`config.mk`:
```
export PLATFORM = sky130hd
export DESIGN_NAME = acmp_config_regs
export DESIGN_NICKNAME = d
export VERILOG_FILES = /design/src/common/acmp_pkg.sv /design/src/rtl/acmp_config_regs.sv /design/src/rtl/acmp_edge_flags.sv
export VERILOG_INCLUDE_DIRS = /design/src /design/src/common
export SDC_FILE = /design/constraint.sdc
export NUM_CORES = 1
export LEC_CHECK = 0
export ABC_AREA = 1
export BUFFER_PORTS_ARGS = -buffer_cell sky130_fd_sc_hd__buf_2
export CAP_MARGIN = 15
export CORE_MARGIN = 3
export CORE_UTILIZATION = 48
export CTS_CLUSTER_DIAMETER = 80
export CTS_CLUSTER_SIZE = 8
export DETAILED_ROUTE_END_ITERATION = 16
export PLACE_DENSITY = 0.79
export SKIP_LAST_GASP = 1
export SLEW_MARGIN = 25
export SYNTH_ARGS = -nofsm -noshare
export SYNTH_HDL_FRONTEND = slang
export SYNTH_SLANG_ARGS = --single-unit
```
`constraint.sdc`:
```
create_clock -name core_clk_i -period 1.15 [get_ports core_clk_i]
set_input_delay 0.0575 -clock core_clk_i [delete_from_list [all_inputs] [get_ports core_clk_i]]
set_output_delay 0.0575 -clock core_clk_i [all_outputs]
set_load 0.02 [all_outputs]
```
`src/common/acmp_cfg.svh`:
```
// Purpose: Addresses, field positions and reset values of the comparator configuration registers.
// Assumes: Byte-wide special function register space with 8-bit addresses.
// Notes: Definitions only.
`ifndef ACMP_CFG_SVH
`define ACMP_CFG_SVH

`define ACMP_ADDR_CTRL1 8'h9A
`define ACMP_ADDR_MODE1 8'h9C
`define ACMP_ADDR_MUX1 8'h9E
`define ACMP_ADDR_MUX0 8'h9F

`define ACMP_CTRL1_OUT_BIT 6
`define ACMP_CTRL1_RISE_BIT 5
`define ACMP_CTRL1_FALL_BIT 4

`define ACMP_MODE1_RISE_EN_BIT 5
`define ACMP_MODE1_FALL_EN_BIT 4
`define ACMP_MODE1_RESP_HI 1
`define ACMP_MODE1_RESP_LO 0

`define ACMP_MUX_NEG_HI 5
`define ACMP_MUX_NEG_LO 4
`define ACMP_MUX_POS_HI 1
`define ACMP_MUX_POS_LO 0

`define ACMP_MODE1_RESET 8'h02
`define ACMP_RESP_RESET 2'h2
`define ACMP_ROUTE_RESET 2'h0
`define ACMP_READ_UNMAPPED 8'h00

`define ACMP_SYNC_PRIME_CYCLES 2'h3

`endif

```
`src/common/acmp_pkg.sv`:
```
// Purpose: Types shared by the comparator configuration register logic.
// Assumes: Nothing beyond the configuration header.
// Notes: Mode codes follow declaration order, fastest first.
package acmp_pkg;

  typedef enum logic [1:0] {
    ACMP_RESP_FASTEST,
    ACMP_RESP_MID_FAST,
    ACMP_RESP_MID_SLOW,
    ACMP_RESP_SLOWEST
  } acmp_resp_mode_e;

  typedef logic [1:0] acmp_route_t;

endpackage

```
`src/rtl/acmp_config_regs.sv`:
```
// Purpose: Configuration registers for two analog comparators on the special function register port.
// Assumes: One access per cycle; read data appear the cycle after the read strobe.
// Notes: Unused bits read as zero and ignore writes.
`timescale 1ns/1ps
`default_nettype none
`include "acmp_cfg.svh"

module acmp_config_regs (
  input wire logic core_clk_i,
  input wire logic rstn_i,
  input wire logic [7:0] sfr_addr_i,
  input wire logic sfr_wr_i,
  input wire logic [7:0] sfr_wdata_i,
  input wire logic sfr_rd_i,
  output logic [7:0] sfr_rdata_o,
  input wire logic cmp1_async_i,
  output logic cmp1_rise_irq_enable_o,
  output logic cmp1_fall_irq_enable_o,
  output acmp_pkg::acmp_resp_mode_e cmp1_response_mode_o,
  output acmp_pkg::acmp_route_t cmp0_negative_route_o,
  output acmp_pkg::acmp_route_t cmp0_positive_route_o,
  output acmp_pkg::acmp_route_t cmp1_negative_route_o,
  output acmp_pkg::acmp_route_t cmp1_positive_route_o,
  output logic cmp1_irq_o
);

  logic wr_ctrl1;
  logic wr_mode1;
  logic wr_mux1;
  logic wr_mux0;
  logic cmp1_output_state;
  logic cmp1_rise_flag;
  logic cmp1_fall_flag;
  logic clr_rise;
  logic clr_fall;
  logic irq_nxt;
  logic [7:0] rdata_nxt;

  assign wr_ctrl1 = sfr_wr_i && (sfr_addr_i == `ACMP_ADDR_CTRL1);
  assign wr_mode1 = sfr_wr_i && (sfr_addr_i == `ACMP_ADDR_MODE1);
  assign wr_mux1 = sfr_wr_i && (sfr_addr_i == `ACMP_ADDR_MUX1);
  assign wr_mux0 = sfr_wr_i && (sfr_addr_i == `ACMP_ADDR_MUX0);

  // Writing a zero to a flag bit clears it; writing a one leaves it alone.
  assign clr_rise = wr_ctrl1 && !sfr_wdata_i[`ACMP_CTRL1_RISE_BIT];
  assign clr_fall = wr_ctrl1 && !sfr_wdata_i[`ACMP_CTRL1_FALL_BIT];

  acmp_edge_flags u_edge_flags (
    .core_clk_i(core_clk_i),
    .rstn_i(rstn_i),
    .cmp_async_i(cmp1_async_i),
    .clr_rise_i(clr_rise),
    .clr_fall_i(clr_fall),
    .state_o(cmp1_output_state),
    .rise_flag_o(cmp1_rise_flag),
    .fall_flag_o(cmp1_fall_flag)
  );

  // Only the defined fields are stored, so unused bits cannot take a written value.
  always_ff @(posedge core_clk_i or negedge rstn_i) begin
    if (!rstn_i) begin
      cmp1_rise_irq_enable_o <= 1'b0;
      cmp1_fall_irq_enable_o <= 1'b0;
      cmp1_response_mode_o <= acmp_pkg::acmp_resp_mode_e'(`ACMP_RESP_RESET);
    end else if (wr_mode1) begin
      cmp1_rise_irq_enable_o <= sfr_wdata_i[`ACMP_MODE1_RISE_EN_BIT];
      cmp1_fall_irq_enable_o <= sfr_wdata_i[`ACMP_MODE1_FALL_EN_BIT];
      cmp1_response_mode_o <=
        acmp_pkg::acmp_resp_mode_e'(sfr_wdata_i[`ACMP_MODE1_RESP_HI:`ACMP_MODE1_RESP_LO]);
    end
  end

  always_ff @(posedge core_clk_i or negedge rstn_i) begin
    if (!rstn_i) begin
      cmp0_negative_route_o <= `ACMP_ROUTE_RESET;
      cmp0_positive_route_o <= `ACMP_ROUTE_RESET;
    end else if (wr_mux0) begin
      cmp0_negative_route_o <= sfr_wdata_i[`ACMP_MUX_NEG_HI:`ACMP_MUX_NEG_LO];
      cmp0_positive_route_o <= sfr_wdata_i[`ACMP_MUX_POS_HI:`ACMP_MUX_POS_LO];
    end
  end

  always_ff @(posedge core_clk_i or negedge rstn_i) begin
    if (!rstn_i) begin
      cmp1_negative_route_o <= `ACMP_ROUTE_RESET;
      cmp1_positive_route_o <= `ACMP_ROUTE_RESET;
    end else if (wr_mux1) begin
      cmp1_negative_route_o <= sfr_wdata_i[`ACMP_MUX_NEG_HI:`ACMP_MUX_NEG_LO];
      cmp1_positive_route_o <= sfr_wdata_i[`ACMP_MUX_POS_HI:`ACMP_MUX_POS_LO];
    end
  end

  // Read view; bits that are not fields stay zero.
  always_comb begin
    rdata_nxt = `ACMP_READ_UNMAPPED;
    unique case (sfr_addr_i)
      `ACMP_ADDR_CTRL1: begin
        rdata_nxt[`ACMP_CTRL1_OUT_BIT] = cmp1_output_state;
        rdata_nxt[`ACMP_CTRL1_RISE_BIT] = cmp1_rise_flag;
        rdata_nxt[`ACMP_CTRL1_FALL_BIT] = cmp1_fall_flag;
      end
      `ACMP_ADDR_MODE1: begin
        rdata_nxt[`ACMP_MODE1_RISE_EN_BIT] = cmp1_rise_irq_enable_o;
        rdata_nxt[`ACMP_MODE1_FALL_EN_BIT] = cmp1_fall_irq_enable_o;
        rdata_nxt[`ACMP_MODE1_RESP_HI:`ACMP_MODE1_RESP_LO] = cmp1_response_mode_o;
      end
      `ACMP_ADDR_MUX1: begin
        rdata_nxt[`ACMP_MUX_NEG_HI:`ACMP_MUX_NEG_LO] = cmp1_negative_route_o;
        rdata_nxt[`ACMP_MUX_POS_HI:`ACMP_MUX_POS_LO] = cmp1_positive_route_o;
      end
      `ACMP_ADDR_MUX0: begin
        rdata_nxt[`ACMP_MUX_NEG_HI:`ACMP_MUX_NEG_LO] = cmp0_negative_route_o;
        rdata_nxt[`ACMP_MUX_POS_HI:`ACMP_MUX_POS_LO] = cmp0_positive_route_o;
      end
      default: begin
        rdata_nxt = `ACMP_READ_UNMAPPED;
      end
    endcase
  end

  // Read data hold until the next read strobe.
  always_ff @(posedge core_clk_i or negedge rstn_i) begin
    if (!rstn_i) begin
      sfr_rdata_o <= `ACMP_READ_UNMAPPED;
    end else if (sfr_rd_i) begin
      sfr_rdata_o <= rdata_nxt;
    end
  end

  assign irq_nxt = (cmp1_rise_flag && cmp1_rise_irq_enable_o) ||
                   (cmp1_fall_flag && cmp1_fall_irq_enable_o);

  always_ff @(posedge core_clk_i or negedge rstn_i) begin
    if (!rstn_i) begin
      cmp1_irq_o <= 1'b0;
    end else begin
      cmp1_irq_o <= irq_nxt;
    end
  end

  logic after_reset_r;

  always_ff @(posedge core_clk_i or negedge rstn_i) begin
    if (!rstn_i) begin
      after_reset_r <= 1'b1;
    end else begin
      after_reset_r <= 1'b0;
    end
  end

  chk_mode_unused_zero: assert property (@(posedge core_clk_i) disable iff (!rstn_i)
    sfr_rd_i && sfr_addr_i == `ACMP_ADDR_MODE1 |=> sfr_rdata_o[7:6] == 2'h0 && sfr_rdata_o[3:2] == 2'h0)
    else $error("mode register unused bits read nonzero");

  chk_rise_en_write: assert property (@(posedge core_clk_i) disable iff (!rstn_i)
    wr_mode1 |=> cmp1_rise_irq_enable_o == $past(sfr_wdata_i[5]))
    else $error("rise enable did not take written bit 5");

  chk_fall_en_write: assert property (@(posedge core_clk_i) disable iff (!rstn_i)
    wr_mode1 ##1 !wr_mode1 ##1 sfr_rd_i && sfr_addr_i == `ACMP_ADDR_MODE1 && !wr_mode1 |=>
    sfr_rdata_o[4] == $past(sfr_wdata_i[4], 3))
    else $error("fall enable readback does not match write");

  chk_mode_reset_value: assert property (@(posedge core_clk_i) disable iff (!rstn_i)
    after_reset_r |-> cmp1_response_mode_o == acmp_pkg::ACMP_RESP_MID_SLOW && !cmp1_rise_irq_enable_o &&
    !cmp1_fall_irq_enable_o)
    else $error("mode register reset value wrong");

  chk_cmp0_neg_route: assert property (@(posedge core_clk_i) disable iff (!rstn_i)
    wr_mux0 |=> cmp0_negative_route_o == $past(sfr_wdata_i[5:4]))
    else $error("comparator 0 negative route not written");

  chk_cmp0_pos_route: assert property (@(posedge core_clk_i) disable iff (!rstn_i)
    !wr_mux0 |=> $stable(cmp0_positive_route_o))
    else $error("comparator 0 positive route changed without a write");

  chk_cmp1_neg_route: assert property (@(posedge core_clk_i) disable iff (!rstn_i)
    wr_mux1 |=> cmp1_negative_route_o == $past(sfr_wdata_i[5:4]))
    else $error("comparator 1 negative route not written");

  chk_cmp1_pos_route: assert property (@(posedge core_clk_i) disable iff (!rstn_i)
    wr_mux1 |=> cmp1_positive_route_o == $past(sfr_wdata_i[1:0]))
    else $error("comparator 1 positive route not written");

  chk_mux_unused_zero: assert property (@(posedge core_clk_i) disable iff (!rstn_i)
    sfr_rd_i && (sfr_addr_i == `ACMP_ADDR_MUX0 || sfr_addr_i == `ACMP_ADDR_MUX1) |=>
    sfr_rdata_o[7:6] == 2'h0 && sfr_rdata_o[3:2] == 2'h0)
    else $error("input select unused bits read nonzero");

  chk_flag_clear_write: assert property (@(posedge core_clk_i) disable iff (!rstn_i)
    clr_rise |=> !cmp1_rise_flag || $rose(cmp1_output_state))
    else $error("rise flag survived a clear without an edge");

  chk_irq_request: assert property (@(posedge core_clk_i) disable iff (!rstn_i)
    cmp1_rise_flag && cmp1_rise_irq_enable_o ##1 cmp1_rise_flag && cmp1_rise_irq_enable_o |-> cmp1_irq_o)
    else $error("interrupt request missing with flag and enable set");

  chk_irq_quiet: assert property (@(posedge core_clk_i) disable iff (!rstn_i)
    !cmp1_rise_irq_enable_o && !cmp1_fall_irq_enable_o ##1 !cmp1_rise_irq_enable_o && !cmp1_fall_irq_enable_o
    |-> !cmp1_irq_o)
    else $error("interrupt request with both enables off");

  // Every mode and input select field must keep its value between writes and read back exactly as stored.
  chk_resp_mode_write: assert property (@(posedge core_clk_i) disable iff (!rstn_i)
    wr_mode1 |=> cmp1_response_mode_o == $past(sfr_wdata_i[1:0]))
    else $error("response mode did not take written bits 1:0");

  chk_fall_en_direct: assert property (@(posedge core_clk_i) disable iff (!rstn_i)
    wr_mode1 |=> cmp1_fall_irq_enable_o == $past(sfr_wdata_i[4]))
    else $error("fall enable did not take written bit 4");

  chk_cmp0_pos_write: assert property (@(posedge core_clk_i) disable iff (!rstn_i)
    wr_mux0 |=> cmp0_positive_route_o == $past(sfr_wdata_i[1:0]))
    else $error("comparator 0 positive route not written");

  chk_cmp0_neg_hold: assert property (@(posedge core_clk_i) disable iff (!rstn_i)
    !wr_mux0 |=> $stable(cmp0_negative_route_o))
    else $error("comparator 0 negative route changed without a write");

  chk_cmp1_neg_hold: assert property (@(posedge core_clk_i) disable iff (!rstn_i)
    !wr_mux1 |=> $stable(cmp1_negative_route_o))
    else $error("comparator 1 negative route changed without a write");

  chk_cmp1_pos_hold: assert property (@(posedge core_clk_i) disable iff (!rstn_i)
    !wr_mux1 |=> $stable(cmp1_positive_route_o))
    else $error("comparator 1 positive route changed without a write");

  chk_rise_en_hold: assert property (@(posedge core_clk_i) disable iff (!rstn_i)
    !wr_mode1 |=> $stable(cmp1_rise_irq_enable_o))
    else $error("rise enable changed without a write");

  chk_fall_en_hold: assert property (@(posedge core_clk_i) disable iff (!rstn_i)
    !wr_mode1 |=> $stable(cmp1_fall_irq_enable_o))
    else $error("fall enable changed without a write");

  chk_resp_mode_hold: assert property (@(posedge core_clk_i) disable iff (!rstn_i)
    !wr_mode1 |=> $stable(cmp1_response_mode_o))
    else $error("response mode changed without a write");

  chk_mux_reset_value: assert property (@(posedge core_clk_i) disable iff (!rstn_i)
    after_reset_r |-> cmp0_negative_route_o == 2'h0 && cmp0_positive_route_o == 2'h0 &&
    cmp1_negative_route_o == 2'h0 && cmp1_positive_route_o == 2'h0)
    else $error("input select reset value wrong");

  chk_mode_read_fields: assert property (@(posedge core_clk_i) disable iff (!rstn_i)
    sfr_rd_i && sfr_addr_i == `ACMP_ADDR_MODE1 |=> sfr_rdata_o[5] == $past(cmp1_rise_irq_enable_o) &&
    sfr_rdata_o[4] == $past(cmp1_fall_irq_enable_o) && sfr_rdata_o[1:0] == $past(cmp1_response_mode_o))
    else $error("mode register readback does not match its fields");

  chk_mux0_read_fields: assert property (@(posedge core_clk_i) disable iff (!rstn_i)
    sfr_rd_i && sfr_addr_i == `ACMP_ADDR_MUX0 |=> sfr_rdata_o[5:4] == $past(cmp0_negative_route_o) &&
    sfr_rdata_o[1:0] == $past(cmp0_positive_route_o))
    else $error("comparator 0 input select readback wrong");

  chk_mux1_read_fields: assert property (@(posedge core_clk_i) disable iff (!rstn_i)
    sfr_rd_i && sfr_addr_i == `ACMP_ADDR_MUX1 |=> sfr_rdata_o[5:4] == $past(cmp1_negative_route_o) &&
    sfr_rdata_o[1:0] == $past(cmp1_positive_route_o))
    else $error("comparator 1 input select readback wrong");

  chk_ctrl_read_fields: assert property (@(posedge core_clk_i) disable iff (!rstn_i)
    sfr_rd_i && sfr_addr_i == `ACMP_ADDR_CTRL1 |=> sfr_rdata_o[6] == $past(cmp1_output_state) &&
    sfr_rdata_o[5] == $past(cmp1_rise_flag) && sfr_rdata_o[4] == $past(cmp1_fall_flag) &&
    sfr_rdata_o[7] == 1'b0 && sfr_rdata_o[3:0] == 4'h0)
    else $error("control register readback wrong");

  chk_rise_flag_sticky: assert property (@(posedge core_clk_i) disable iff (!rstn_i)
    cmp1_rise_flag && !clr_rise |=> cmp1_rise_flag)
    else $error("rising flag dropped without a clear");

  chk_fall_flag_clear: assert property (@(posedge core_clk_i) disable iff (!rstn_i)
    clr_fall |=> !cmp1_fall_flag || $fell(cmp1_output_state))
    else $error("fall flag survived a clear without an edge");

  chk_fall_irq_request: assert property (@(posedge core_clk_i) disable iff (!rstn_i)
    cmp1_fall_flag && cmp1_fall_irq_enable_o ##1 cmp1_fall_flag && cmp1_fall_irq_enable_o |-> cmp1_irq_o)
    else $error("interrupt request missing with fall flag and enable set");

  chk_irq_no_flag: assert property (@(posedge core_clk_i) disable iff (!rstn_i)
    !cmp1_rise_flag && !cmp1_fall_flag ##1 !cmp1_rise_flag && !cmp1_fall_flag |-> !cmp1_irq_o)
    else $error("interrupt request with no flag set");

  chk_rise_irq_gate: assert property (@(posedge core_clk_i) disable iff (!rstn_i)
    !cmp1_rise_irq_enable_o && !cmp1_fall_flag ##1 !cmp1_rise_irq_enable_o && !cmp1_fall_flag |-> !cmp1_irq_o)
    else $error("rising flag raised a request while disabled");

  chk_fall_irq_gate: assert property (@(posedge core_clk_i) disable iff (!rstn_i)
    !cmp1_fall_irq_enable_o && !cmp1_rise_flag ##1 !cmp1_fall_irq_enable_o && !cmp1_rise_flag |-> !cmp1_irq_o)
    else $error("falling flag raised a request while disabled");

endmodule
`default_nettype wire

```
`src/rtl/acmp_edge_flags.sv`:
```
// Purpose: Synchronises the comparator-1 output and keeps its sticky edge flags.
// Assumes: The comparator output is asynchronous to core_clk_i.
// Notes: Edges are only detected once the synchroniser holds a real sample.
`timescale 1ns/1ps
`default_nettype none
`include "acmp_cfg.svh"

module acmp_edge_flags (
  input wire logic core_clk_i,
  input wire logic rstn_i,
  input wire logic cmp_async_i,
  input wire logic clr_rise_i,
  input wire logic clr_fall_i,
  output logic state_o,
  output logic rise_flag_o,
  output logic fall_flag_o
);

  logic sync1_r;
  logic sync2_r;
  logic [1:0] prime_r;
  logic primed;
  logic rise_evt;
  logic fall_evt;

  always_ff @(posedge core_clk_i or negedge rstn_i) begin
    if (!rstn_i) begin
      sync1_r <= 1'b0;
      sync2_r <= 1'b0;
    end else begin
      sync1_r <= cmp_async_i;
      sync2_r <= sync1_r;
    end
  end

  // Holds edge detection off until both synchroniser stages and the previous sample carry real values.
  always_ff @(posedge core_clk_i or negedge rstn_i) begin
    if (!rstn_i) begin
      prime_r <= 2'h0;
    end else if (prime_r != `ACMP_SYNC_PRIME_CYCLES) begin
      prime_r <= prime_r + 2'h1;
    end
  end

  assign primed = (prime_r == `ACMP_SYNC_PRIME_CYCLES);

  always_ff @(posedge core_clk_i or negedge rstn_i) begin
    if (!rstn_i) begin
      state_o <= 1'b0;
    end else begin
      state_o <= sync2_r;
    end
  end

  assign rise_evt = primed && sync2_r && !state_o;
  assign fall_evt = primed && !sync2_r && state_o;

  // A new edge wins over a clear in the same cycle.
  always_ff @(posedge core_clk_i or negedge rstn_i) begin
    if (!rstn_i) begin
      rise_flag_o <= 1'b0;
    end else if (rise_evt) begin
      rise_flag_o <= 1'b1;
    end else if (clr_rise_i) begin
      rise_flag_o <= 1'b0;
    end
  end

  always_ff @(posedge core_clk_i or negedge rstn_i) begin
    if (!rstn_i) begin
      fall_flag_o <= 1'b0;
    end else if (fall_evt) begin
      fall_flag_o <= 1'b1;
    end else if (clr_fall_i) begin
      fall_flag_o <= 1'b0;
    end
  end

  chk_rise_sets_flag: assert property (@(posedge core_clk_i) disable iff (!rstn_i)
    rise_evt |=> rise_flag_o) else $error("rising edge did not set its flag");

  chk_fall_flag_sticky: assert property (@(posedge core_clk_i) disable iff (!rstn_i)
    fall_flag_o && !clr_fall_i |=> fall_flag_o) else $error("falling flag dropped without a clear");

endmodule
`default_nettype wire

```
Word-level counts from Yosys, hierarchy flattened --
Cells that the tools add are included.
Storage, ports and cells: register bits 25, input port bits 21, output and inout port bits 21, logic and storage cells 48
Operators by class: add/sub/neg operators 1, equality and inequality tests 6, mux-type cells 7, reductions and logical operators 19
Operators by type and width (count):
- $eq A8 B8 Y1 const B | 4
- $logic_and A1 B1 Y1 | 12
- $pmux W2 S4 | 1
- $pmux W2 S3 | 1
- $mux W1 | 5
- $logic_not A1 Y1 | 4
- $reduce_bool A2 Y1 | 2
- $add A2 B1 Y2 const B | 1
- $eq A2 B2 Y1 const B | 1
- $ne A2 B2 Y1 const B | 1
- $logic_or A1 B1 Y1 | 1

Logic depth before layout (Yosys ltp) --
Gate-level depths: netlist (run 1).
word-level depth 5, mapped depth 8, mapped depth without buffers 7

By module --
A second synthesis (run 1) with hierarchy kept.
Unflattened totals: cells, all modules 140, area total of the unflattened synthesis 1244.9 sq um
By module, submodules not included:
- acmp_config_regs | instances 1, cells each 114, area an instance 987.2 sq um, sequential area each 451.7 sq um
- acmp_edge_flags | instances 1, cells each 26, area an instance 257.7 sq um, sequential area each 175.2 sq um

Worst setup path before layout (run 1) --
OpenSTA, ideal clock, no wires.
path kind reg-to-reg, start register u_edge_flags.prime_r[0], end register u_edge_flags.prime_r[1], setup time 0.125 ns, data arrival time 0.892 ns, data required time 1.025 ns, path slack 0.134 ns, cell stages (with the launch flop) 3, buffers on the path 0, period minus slack after synthesis 1.016 ns, path through dfrtp_1 ha_1 mux2_2
On the way: cells in the longest elaborated chain, start to end 1, elaborated cells on any way between the ends 2, classes of those cells add/sub (1); eq/ne (1)
Ends and longest elaborated chain:
- start: declaration | line acmp_edge_flags.sv:21 | logic [1:0] prime_r;
- start signal: assignment | line acmp_edge_flags.sv:41 | prime_r <= prime_r + 2'h1;
- $add A2 B1 Y2 / $ne A2 B2 Y1 (equally long branches)
Several ways; a longest one is shown, not always the timed one. A chain may end at the register's enable or synchronous reset.

Final worst setup path (run 1) --
start register cmp1_response_mode_o[1], end output cmp1_response_mode_o[1]
RTL lines:
- start: declaration | line acmp_config_regs.sv:19 | output acmp_pkg::acmp_resp_mode_e cmp1_response_mode_o,
- start signal: assignment | line acmp_config_regs.sv:64 | cmp1_response_mode_o <= acmp_pkg::acmp_resp_mode_e'(`ACMP_RESP_RESET);
- start signal: assignment | line acmp_config_regs.sv:68 | cmp1_response_mode_o <=
No word-level cell between the ends.

==> impl_summary.md, run 1 <==
Drt
The length of the first detailed-routing pass in iterations is 4. After detailed routing, the average wire length per cell comes to 11.8 um. The average via count per standard cell is 4.97. In this run, the number of DRC markers left after iteration 0 of detailed routing was 23.

For this run, design rule violations remaining after detail routing come to 0. The number of nets with antenna violations after routing is 0. Wires add up to 2380 um. The total via count after detailed routing is 998.

Worst setup path
On the critical path the largest part of the delay comes from flip-flops. The total stage count of the critical path is 1. Walking the worst path, the cells encountered are buf_2. The worst register-to-register path has a setup slack of ~0.070 ns.

Data arrives at the worst endpoint at 1.03 ns. In this run the worst setup path begins at cmp1_response_mode_o[1]. The required time reported for the critical path endpoint is 1.09 ns.

The end point of the critical path is cmp1_response_mode_o[1]. For the worst flop-to-flop path, the logic depth is 2. Together, buffers and inverters on the worst path number 1.

The critical-path cell with the highest stage delay is dfstp_2. For this run, the slowest stage of the critical path takes between 0.5 and 0.6 ns. The critical path is of the reg2out type. The element type at the critical path start is a register. The nature of the critical path endpoint is an output pin. The maximum fanout along the worst path is 3.

The launch point of the worst reg-to-reg path is u_edge_flags.prime_r[0]. The endpoint identified for the worst register-to-register timing path is u_edge_flags.prime_r[1].

STA
The clock period could shrink to 1.09 ns. Between clock sinks in the finished design, the worst skew comes to 0.00312 ns. For the final routed database, the setup TNS stands at 0 ns.

The total setup violations reported at the end of the flow is 0. The number of hold-slack violations in the final timing report came to 0. In the finished design, the share of the clock period the worst path needs comes to between 90 and 100%. Setup repair after global routing left no endpoint under its margin. The final count of pins violating max slew came to 0. At the pin with the least slew margin, the transition time is roughly 0.54 ns.

For this run, the top clock speed supported by timing is 0.918 GHz. The worst max-slew margin expressed relative to the limit is 64.0%.

Clock tree
The clock network latency to the later pin of the worst-skew pair is 0.31 ns. The clock tree from TritonCTS is yes. In this run the deepest clock path goes through 2 buffers. Counting every sink on the clock net gives 25. The clock transition time at the flip-flop clock pins of the worst setup and hold paths is roughly 0.13 ns. In this run the post-CTS setup repair buffer count came out at 0. The maximum level of the CTS H-tree is 1.

The CTS buffer count is 3. The cell at the root of the clock tree is clkbuf_4.

Floorplan
The x dimension of the die is approximately 56 um. The die height is between 50 and 60 um. The area of the core is approximately 0.0023 mm2.

The total die area is 0.00315 mm2. The top-level I/O count is 42. The floorplan row count is 17. The initial utilization of the core area, before any placement, comes to 52.5%.

Layout
Once layout is done, the placed cells without fillers occupy 0.00148 mm2. Summing all flip-flop and latch instances after layout gives 627 um2. After filler insertion, the fill cell instance count of the layout stands at 191. The fraction of final layout cells with drive strength greater than 1 is between 30% and 40%. The final antenna diode count is 0.

The count of nets after finishing is 196. The area used by multi-input combinational logic is about 510 um2. The synthesis-to-finish area growth is 22.4%.

Yosys
The fraction of synthesis flops using an asynchronous set or reset pin is 100%. The number of library cell types mapped by synthesis is 20. The synthesized netlist devotes 1.04% of its cell area to adder and majority cells. In this run, synthesis produced a sequential element count of 25. The xor/xnor share of the synthesized area is 0.726%. The multiplexer area fraction after synthesis is less than 1%. The fraction of the yosys area taken by sequential cells is 52.0%. The predominant post-synthesis flop cell is dfrtp_1. The synthesized instance count is 131.

The number of warnings printed during yosys synthesis is 0. The largest family of logic cells by synthesized area is simple AND/OR/NAND/NOR gates. The number of flops mapped to enable cells by yosys is 0.

Of the total synthesized cell area, the portion taken by AND, OR, NAND and NOR gates is 28.5%. The synthesized netlist devotes 9.65% of its cell area to compound gates. After synthesis the cells add up to 0.00121 mm2. Dividing the synthesized area by the synthesized cell count gives 9.21 um2.

Job
Across the run, the number of max-cap violations was 0.

Worst hold path
The class of the most critical hold timing path is in2reg.

GRT
The maximum number of pins on one net before global-route repair is 26. The number of global-route vias before repair was 979. The combined global-route utilization of all metal layers is around 17%. The remaining global-route overflow is 0. The number of antenna violations at the first check in global routing is 0. The first global-routing pass estimated between 4000 and 5000 um of wire.

Placed design
The cell area reported after detailed placement is 0.00140 mm2. Once detailed placement completed, the half-perimeter wirelength came to ~1900 um. At the end of routability-driven placement, the weighted congestion stood at 0.790. Buffers placed on the I/O ports in this run total 34.

Run status
The run finished with clean final reports.

Power
For this design the static power due to leakage is roughly 0.8 nW. The power density normalized to cell area is approximately 1100 mW/mm2. Across the VDD grid, the largest voltage drop is roughly 630 uV.
-- placed cells by master (no fill, tap or decap), types with 2 or more instances in the layout --
cell	count
nand3_1	17
o21ai_1	8
clkbuf_4	3
conb_1	3
buf_2	34
dlygate4sd3_1	4
nor2_4	5
nor3_1	2
nand2_2	5
dfrtp_1	24
nand2_1	33
inv_1	14
buf_4	2
o21a_1	8
nor2_1	2
-- sequential cells by signal (all words and copies together), names as in the netlist, 2 cells and up --
register	cells
cmp0_negative_route_o	2
cmp0_positive_route_o	2
cmp1_negative_route_o	2
cmp1_positive_route_o	2
cmp1_response_mode_o	2
sfr_rdata_o	5
u_edge_flags.prime_r	2
-- routing by layer --
metal | GRT usage, % | share of wire, %
met5 | 0 | 0
met4 | 5.08 | 0.71
met3 | 3.02 | 6.0
met2 | 27.2 | 48
met1 | 23.0 | 45
-- area by class of cell --
cell class                 count  share of cell area (%)
clock buffer                   3                    1.53
tap                           28                    2.37
inverter                      14                    3.56
timing repair buffer          40                    15.3
clock inverter                 1                   0.508
sequential                    25                    42.5
multi-input combinational     90                    34.3
-- worst min path at each step --
stage                    from                  endpoint  slack, ns  depth (start not counted)
2_1_floorplan          rstn_i  cmp0_negative_route_o[0]      -0.24                          0
3_3_place_gp           rstn_i            sfr_rdata_o[0]       0.06                          1
3_5_place_dp           rstn_i            sfr_rdata_o[1]       0.08                          1
4_1_cts        sfr_wdata_i[0]   cmp1_response_mode_o[0]      0.008                          3
5_1_grt        sfr_wdata_i[5]  u_edge_flags.rise_flag_o      0.003                          3
6_report       sfr_wdata_i[0]   cmp1_response_mode_o[0]       0.02                          3
-- per-stage QoR --
stage / power, mW / setup WS (ns) / util [%] / hold slack [ns] / std cells
2_1_floorplan: 1.10 / 0.134 / - / -0.238 / 133
3_3_place_gp: 1.19 / 0.116 / 61.1 / 0.0609 / 193
3_5_place_dp: 1.19 / 0.0603 / 61.1 / 0.0786 / 193
4_1_cts: 1.59 / 0.0405 / 64.2 / 0.00808 / 201
5_1_grt: 1.67 / 0.0210 / 64.3 / 0.00311 / 201
6_report: 1.57 / 0.0602 / 64.3 / 0.0167 / 201
-- cells in the mapped netlist (2+ instances only) --
cell / instances / share of area [%]
inv_1: 14 / 4.4
nand3_1: 17 / 7.1
nor3_1: 2 / 0.83
o21a_1: 8 / 5.0
o21ai_1: 8 / 3.3
nand2_1: 33 / 10
nand2_2: 5 / 2.6
buf_4: 4 / 2.5
dfrtp_1: 24 / 50
nor2_4: 5 / 4.7
nor2_1: 2 / 0.62
-- timing repair --
item | CTS | global route
endpoints found under the hold margin | 29 | 0
hold buffers | 4 | 0
setup endpoints to repair | 0 | 1
resized for setup | 0 | 1
-- power breakdown --
part / switching (mW) / total [mW] / leakage [nW] / internal [mW]
sequential: 0.0279 / 0.947 / 0.314 / 0.919
clock: 0.256 / 0.388 / 0.0139 / 0.133
combinational: 0.149 / 0.236 / 0.469 / 0.0875
total: 0.433 / 1.57 / 0.797 / 1.14
-- kinds of logic (layout without fill, tap and decap cells) --
logic type	count (synthesis)	count (layout)
and+or+nand+nor	66	66
DFF	25	25
AOI/OAI and AO/OA	18	18
buffers and inverters	18	58
adders and majority gates	1	1
other	1	3
xor gates and xnor gates	1	1
muxes	1	1
Note: power is estimated with default switching activity, not from simulation.
==> run 2, diff against run 1 <==
ABC_AREA = 0   (was 1)
CORE_UTILIZATION = 49   (was 48)
PLACE_DENSITY = 0.8   (was 0.79)
==> run 2 against run 1 <==
Effect of this change: the flow now finishes with violations (negative setup slack); sequential power down 2%; maximum frequency decreased by 10%; total power shrank 0.38%; critical path type is now reg2reg.
==> impl_summary.md, run 2 <==
Clock tree
TritonCTS built the clock tree. The maximum level of the CTS H-tree is 1 (unchanged). The number of clock sinks seen by CTS was 25 (unchanged).

The clock transition time at the flip-flop clock pins of the worst setup and hold paths is 0.13 ns (about the same). The cell at the root of the clock tree is clkbuf_4. The number of buffers on the longest clock path was 2 (unchanged). The clock network latency to the later pin of the worst-skew pair is 0.31 ns (about the same). The CTS buffer count is 3 (unchanged).

STA
The clock period minus final worst setup slack is 1.22 ns (+0.127 ns). Setup repair after global routing could not meet its margin everywhere. The final count of pins violating max slew is 0 (unchanged). The share of the cycle needed by the critical path after routing is 106% (+11 points). The worst max-slew margin expressed relative to the limit is 63.7% (-0.23 points). The slew at the pin closest to its max-slew limit is 0.544 ns (+0.00352 ns). The clock skew after layout is 0.0108 ns (+0.00768 ns). The worst-case hold slack is 0.0512 ns (+0.0345 ns). The final worst slack came to -0.0666 ns (-0.127 ns). The total negative slack came to -0.139 ns (-0.139 ns). The maximum frequency from static timing analysis is 0.822 GHz (-10%). The number of hold-slack violations in the final timing report was 0 (unchanged). The total setup violations reported at the end of the flow is 3 (+3).

GRT
The combined global-route utilization of all metal layers is 17.0% (+0.10 points). The maximum number of pins on one net before global-route repair is 26 (unchanged). The first-pass GRT wire length is 4340 um (-0.46%). The number of global-route vias before repair is 947 (-3.3%). The remaining global-route overflow came to 0 (unchanged).

The number of antenna violations at the first check in global routing is 0 (unchanged).

Placed design
The last weighted congestion value of the routability-driven placer is 0.797 (+0.92%). The half-perimeter wire length of the detailed placement result was 1990 um (+6.4%). The quantity of I/O buffers inserted on ports is 34 (unchanged). The setup slack after placement is -0.0812 ns (-0.141 ns).

The cell area reported after detailed placement is 0.00148 mm2 (+5.5%).

Power
The largest vdd supply drop came to 850 uV (+35%). The total leakage power is 0.839 nW (+5.3%). The overall power after layout was 1.57 mW (-0.38%).

The power density normalized to cell area came to 992 mW/mm2 (-6.8%).

Drt
The total via count after detailed routing was 957 (-4.1%). The post-detailed-route wirelength per cell is 15.5 um (+31%). The total wire length came to 2630 um (+11%).

The DRC violation total after the first TritonRoute iteration is 21 (-8.7%). The number of nets with antenna violations after routing is 0 (unchanged). The average via count per standard cell is 5.63 (+13%). The number of DRC violations after detailed routing was 0 (unchanged).

The length of the first detailed-routing pass in iterations is 4 (unchanged).

Layout
The fraction of final layout cells with drive strength greater than 1 came to 52.1% (+20 points). The number of flip-flops in the largest register is 5 (unchanged). The register with the most flip-flops is sfr_rdata_o.

The final antenna diode count was 0 (unchanged). The post-layout instance area came to 0.00158 mm2 (+6.9%). Leaving out fill and tap cells, the most frequent cells in the layout are 34 x buf_2, 24 x dfrtp_1, 13 x mux2_2. The count of nets after finishing is 165 (-16%). The synthesis-to-finish area growth is 25.6%. Leaving out fill and tap cells, the most frequent cell in the layout is buf_2.

Yosys
By count the netlist is led by 24 x dfrtp_1, 13 x mux2_2, 5 x nor2b_1. The cell with the most instances after synthesis is dfrtp_1. The fraction of synthesis flops using an asynchronous set or reset pin is 100% (unchanged). The share of the synthesized area in the top cell type is 47.8% (-2.0 points). The average cell area after synthesis came to 13.2 um2 (+44%).

The largest area contributor in the netlist is dfrtp_1. The number of library cell types mapped by synthesis is 33 (+65%). The synthesized instance count is 95 (-27%). The number of warnings printed during yosys synthesis is 0 (unchanged). The flip-flop and latch count after synthesis is 25 (unchanged). In the synthesized netlist the dominant register cell turns out to be dfrtp_1. Ranked by total cell area, the synthesized netlist is headed by dfrtp_1 48%, mux2_2 12%, a41o_1 3.2%, mux2i_1 3.2%, nor3_4 2.6%.

The number of flops mapped to enable cells by yosys is 0 (unchanged). The cell area after synthesis is 0.00126 mm2 (+4.1%). The fraction of the yosys area taken by sequential cells came to 49.9% (-2.1 points).

Worst hold path
For hold timing, the worst endpoint is cmp1_rise_irq_enable_o. The worst hold path belongs to the class in2reg. The number of cells on the worst hold path is 2 (-1). The startpoint of the lowest-slack hold path is sfr_wdata_i[5].

Run status
The flow ran to the end, but the final reports show violations. The checks that failed: negative setup slack.

Worst setup path
The arrival time at the worst endpoint is 1.42 ns (+0.39 ns). The critical path starts at u_edge_flags.prime_r[0]. The startpoint identified for the worst register-to-register timing path is u_edge_flags.prime_r[0].

STA classifies the critical path endpoint as a register. The maximum fanout along the worst path came to 3 (unchanged). The worst-case reg-to-reg path depth was 4 (+2). The setup path with the least slack is of type reg2reg. The worst register-to-register path ends at u_edge_flags.prime_r[1]. The slack of the worst reg-to-reg path came to -0.07 ns (-0.14 ns). STA classifies the critical path startpoint as a register. The required time reported for the critical path endpoint is 1.35 ns (+0.26 ns).

Floorplan
The die height was 56.6 um (+0.89%). The area of the core came to 0.00232 mm2 (+0.93%). The top-level I/O count was 42 (unchanged). The effective utilization at floorplan is 54.2% (+1.7 points). The floorplan row count was 17 (unchanged). The total die area is 0.00321 mm2 (+1.8%). The x dimension of the die came to 56.6 um (+0.89%).

Job
The number of max-cap violations is 0 (unchanged).
## run 2: changes by cell type after synthesis, moves of 8 or more
cell,delta
inv_1,-14
o21ai_1,-8
nand3_1,-15
nand2_1,-32
mux2_2,+12
o21a_1,-8
## run 2: how the worst max path moves through the flow
| stage | endpoint | slack [ns] | cells after the start |
|---|---|---|---|
| floorplan | u_edge_flags.fall_flag_o | 0.02 | 4 |
| global placement | cmp1_positive_route_o[0] | -0.06 | 4 |
| detailed placement | cmp1_fall_irq_enable_o | -0.08 | 4 |
| CTS | u_edge_flags.fall_flag_o | -0.04 | 4 |
| global route | u_edge_flags.fall_flag_o | -0.12 | 4 |
| finish | u_edge_flags.prime_r[1] | -0.07 | 4 |
## run 2: what timing repair did
action                     in CTS  in global routing
resized for setup               1                  3
pin swaps                       0                  2
hold buffers                    3                  1
buffers inserted                0                  2
hold endpoints to repair       26                  1
setup endpoints to repair       2                  4
## run 2: per-stage QoR
step / util [%] / instances
after floorplan: - / 97
after global placement: 63.9 / 160
after detailed placement: 63.9 / 160
after CTS: 66.5 / 167
after global routing: 68.1 / 170
final: 68.1 / 170
## run 2: cells by family after synthesis
kind of cell	after synthesis	share of synthesized area, %
xor+xnor	1	0.697
mux	17	14.8
other cells	1	0.299
flops	25	49.9
simple gates	30	21.5
compound gates	13	7.77
buf+inv	7	3.98
fa+ha+maj	1	0.996
## run 2: power by group
group / switching [mW] / internal [mW]
clock: 0.244 / 0.135
sequential: 0.0207 / 0.909
combinational: 0.149 / 0.107
## run 2: worst max-delay path, cell delays in order (launching register included)
cell	delay (ns)
dfrtp_1	0.42
ha_2	0.20
buf_4	0.13
buf_6	0.11
mux2_2	0.26
## run 2: final cells by class
cell class	count	area [um2]
Fill cell	180	741
Multi-Input combinational cell	65	601
Timing Repair Buffer	48	289
Tap cell	28	35.0
Clock buffer	4	26.3
Sequential cell	25	627
## run 2: routing by layer
| metal | part of all wire (%) | global-route usage, % | vias to the layer above |
|---|---|---|---|
| li1 | - | - | 440 |
| met1 | 45 | 23.9 | 468 |
| met2 | 46 | 27.6 | 47 |
| met3 | 9.2 | 2.99 | 2 |
| met4 | 0.30 | 3.05 | 0 |
| met5 | 0 | 0 | - |
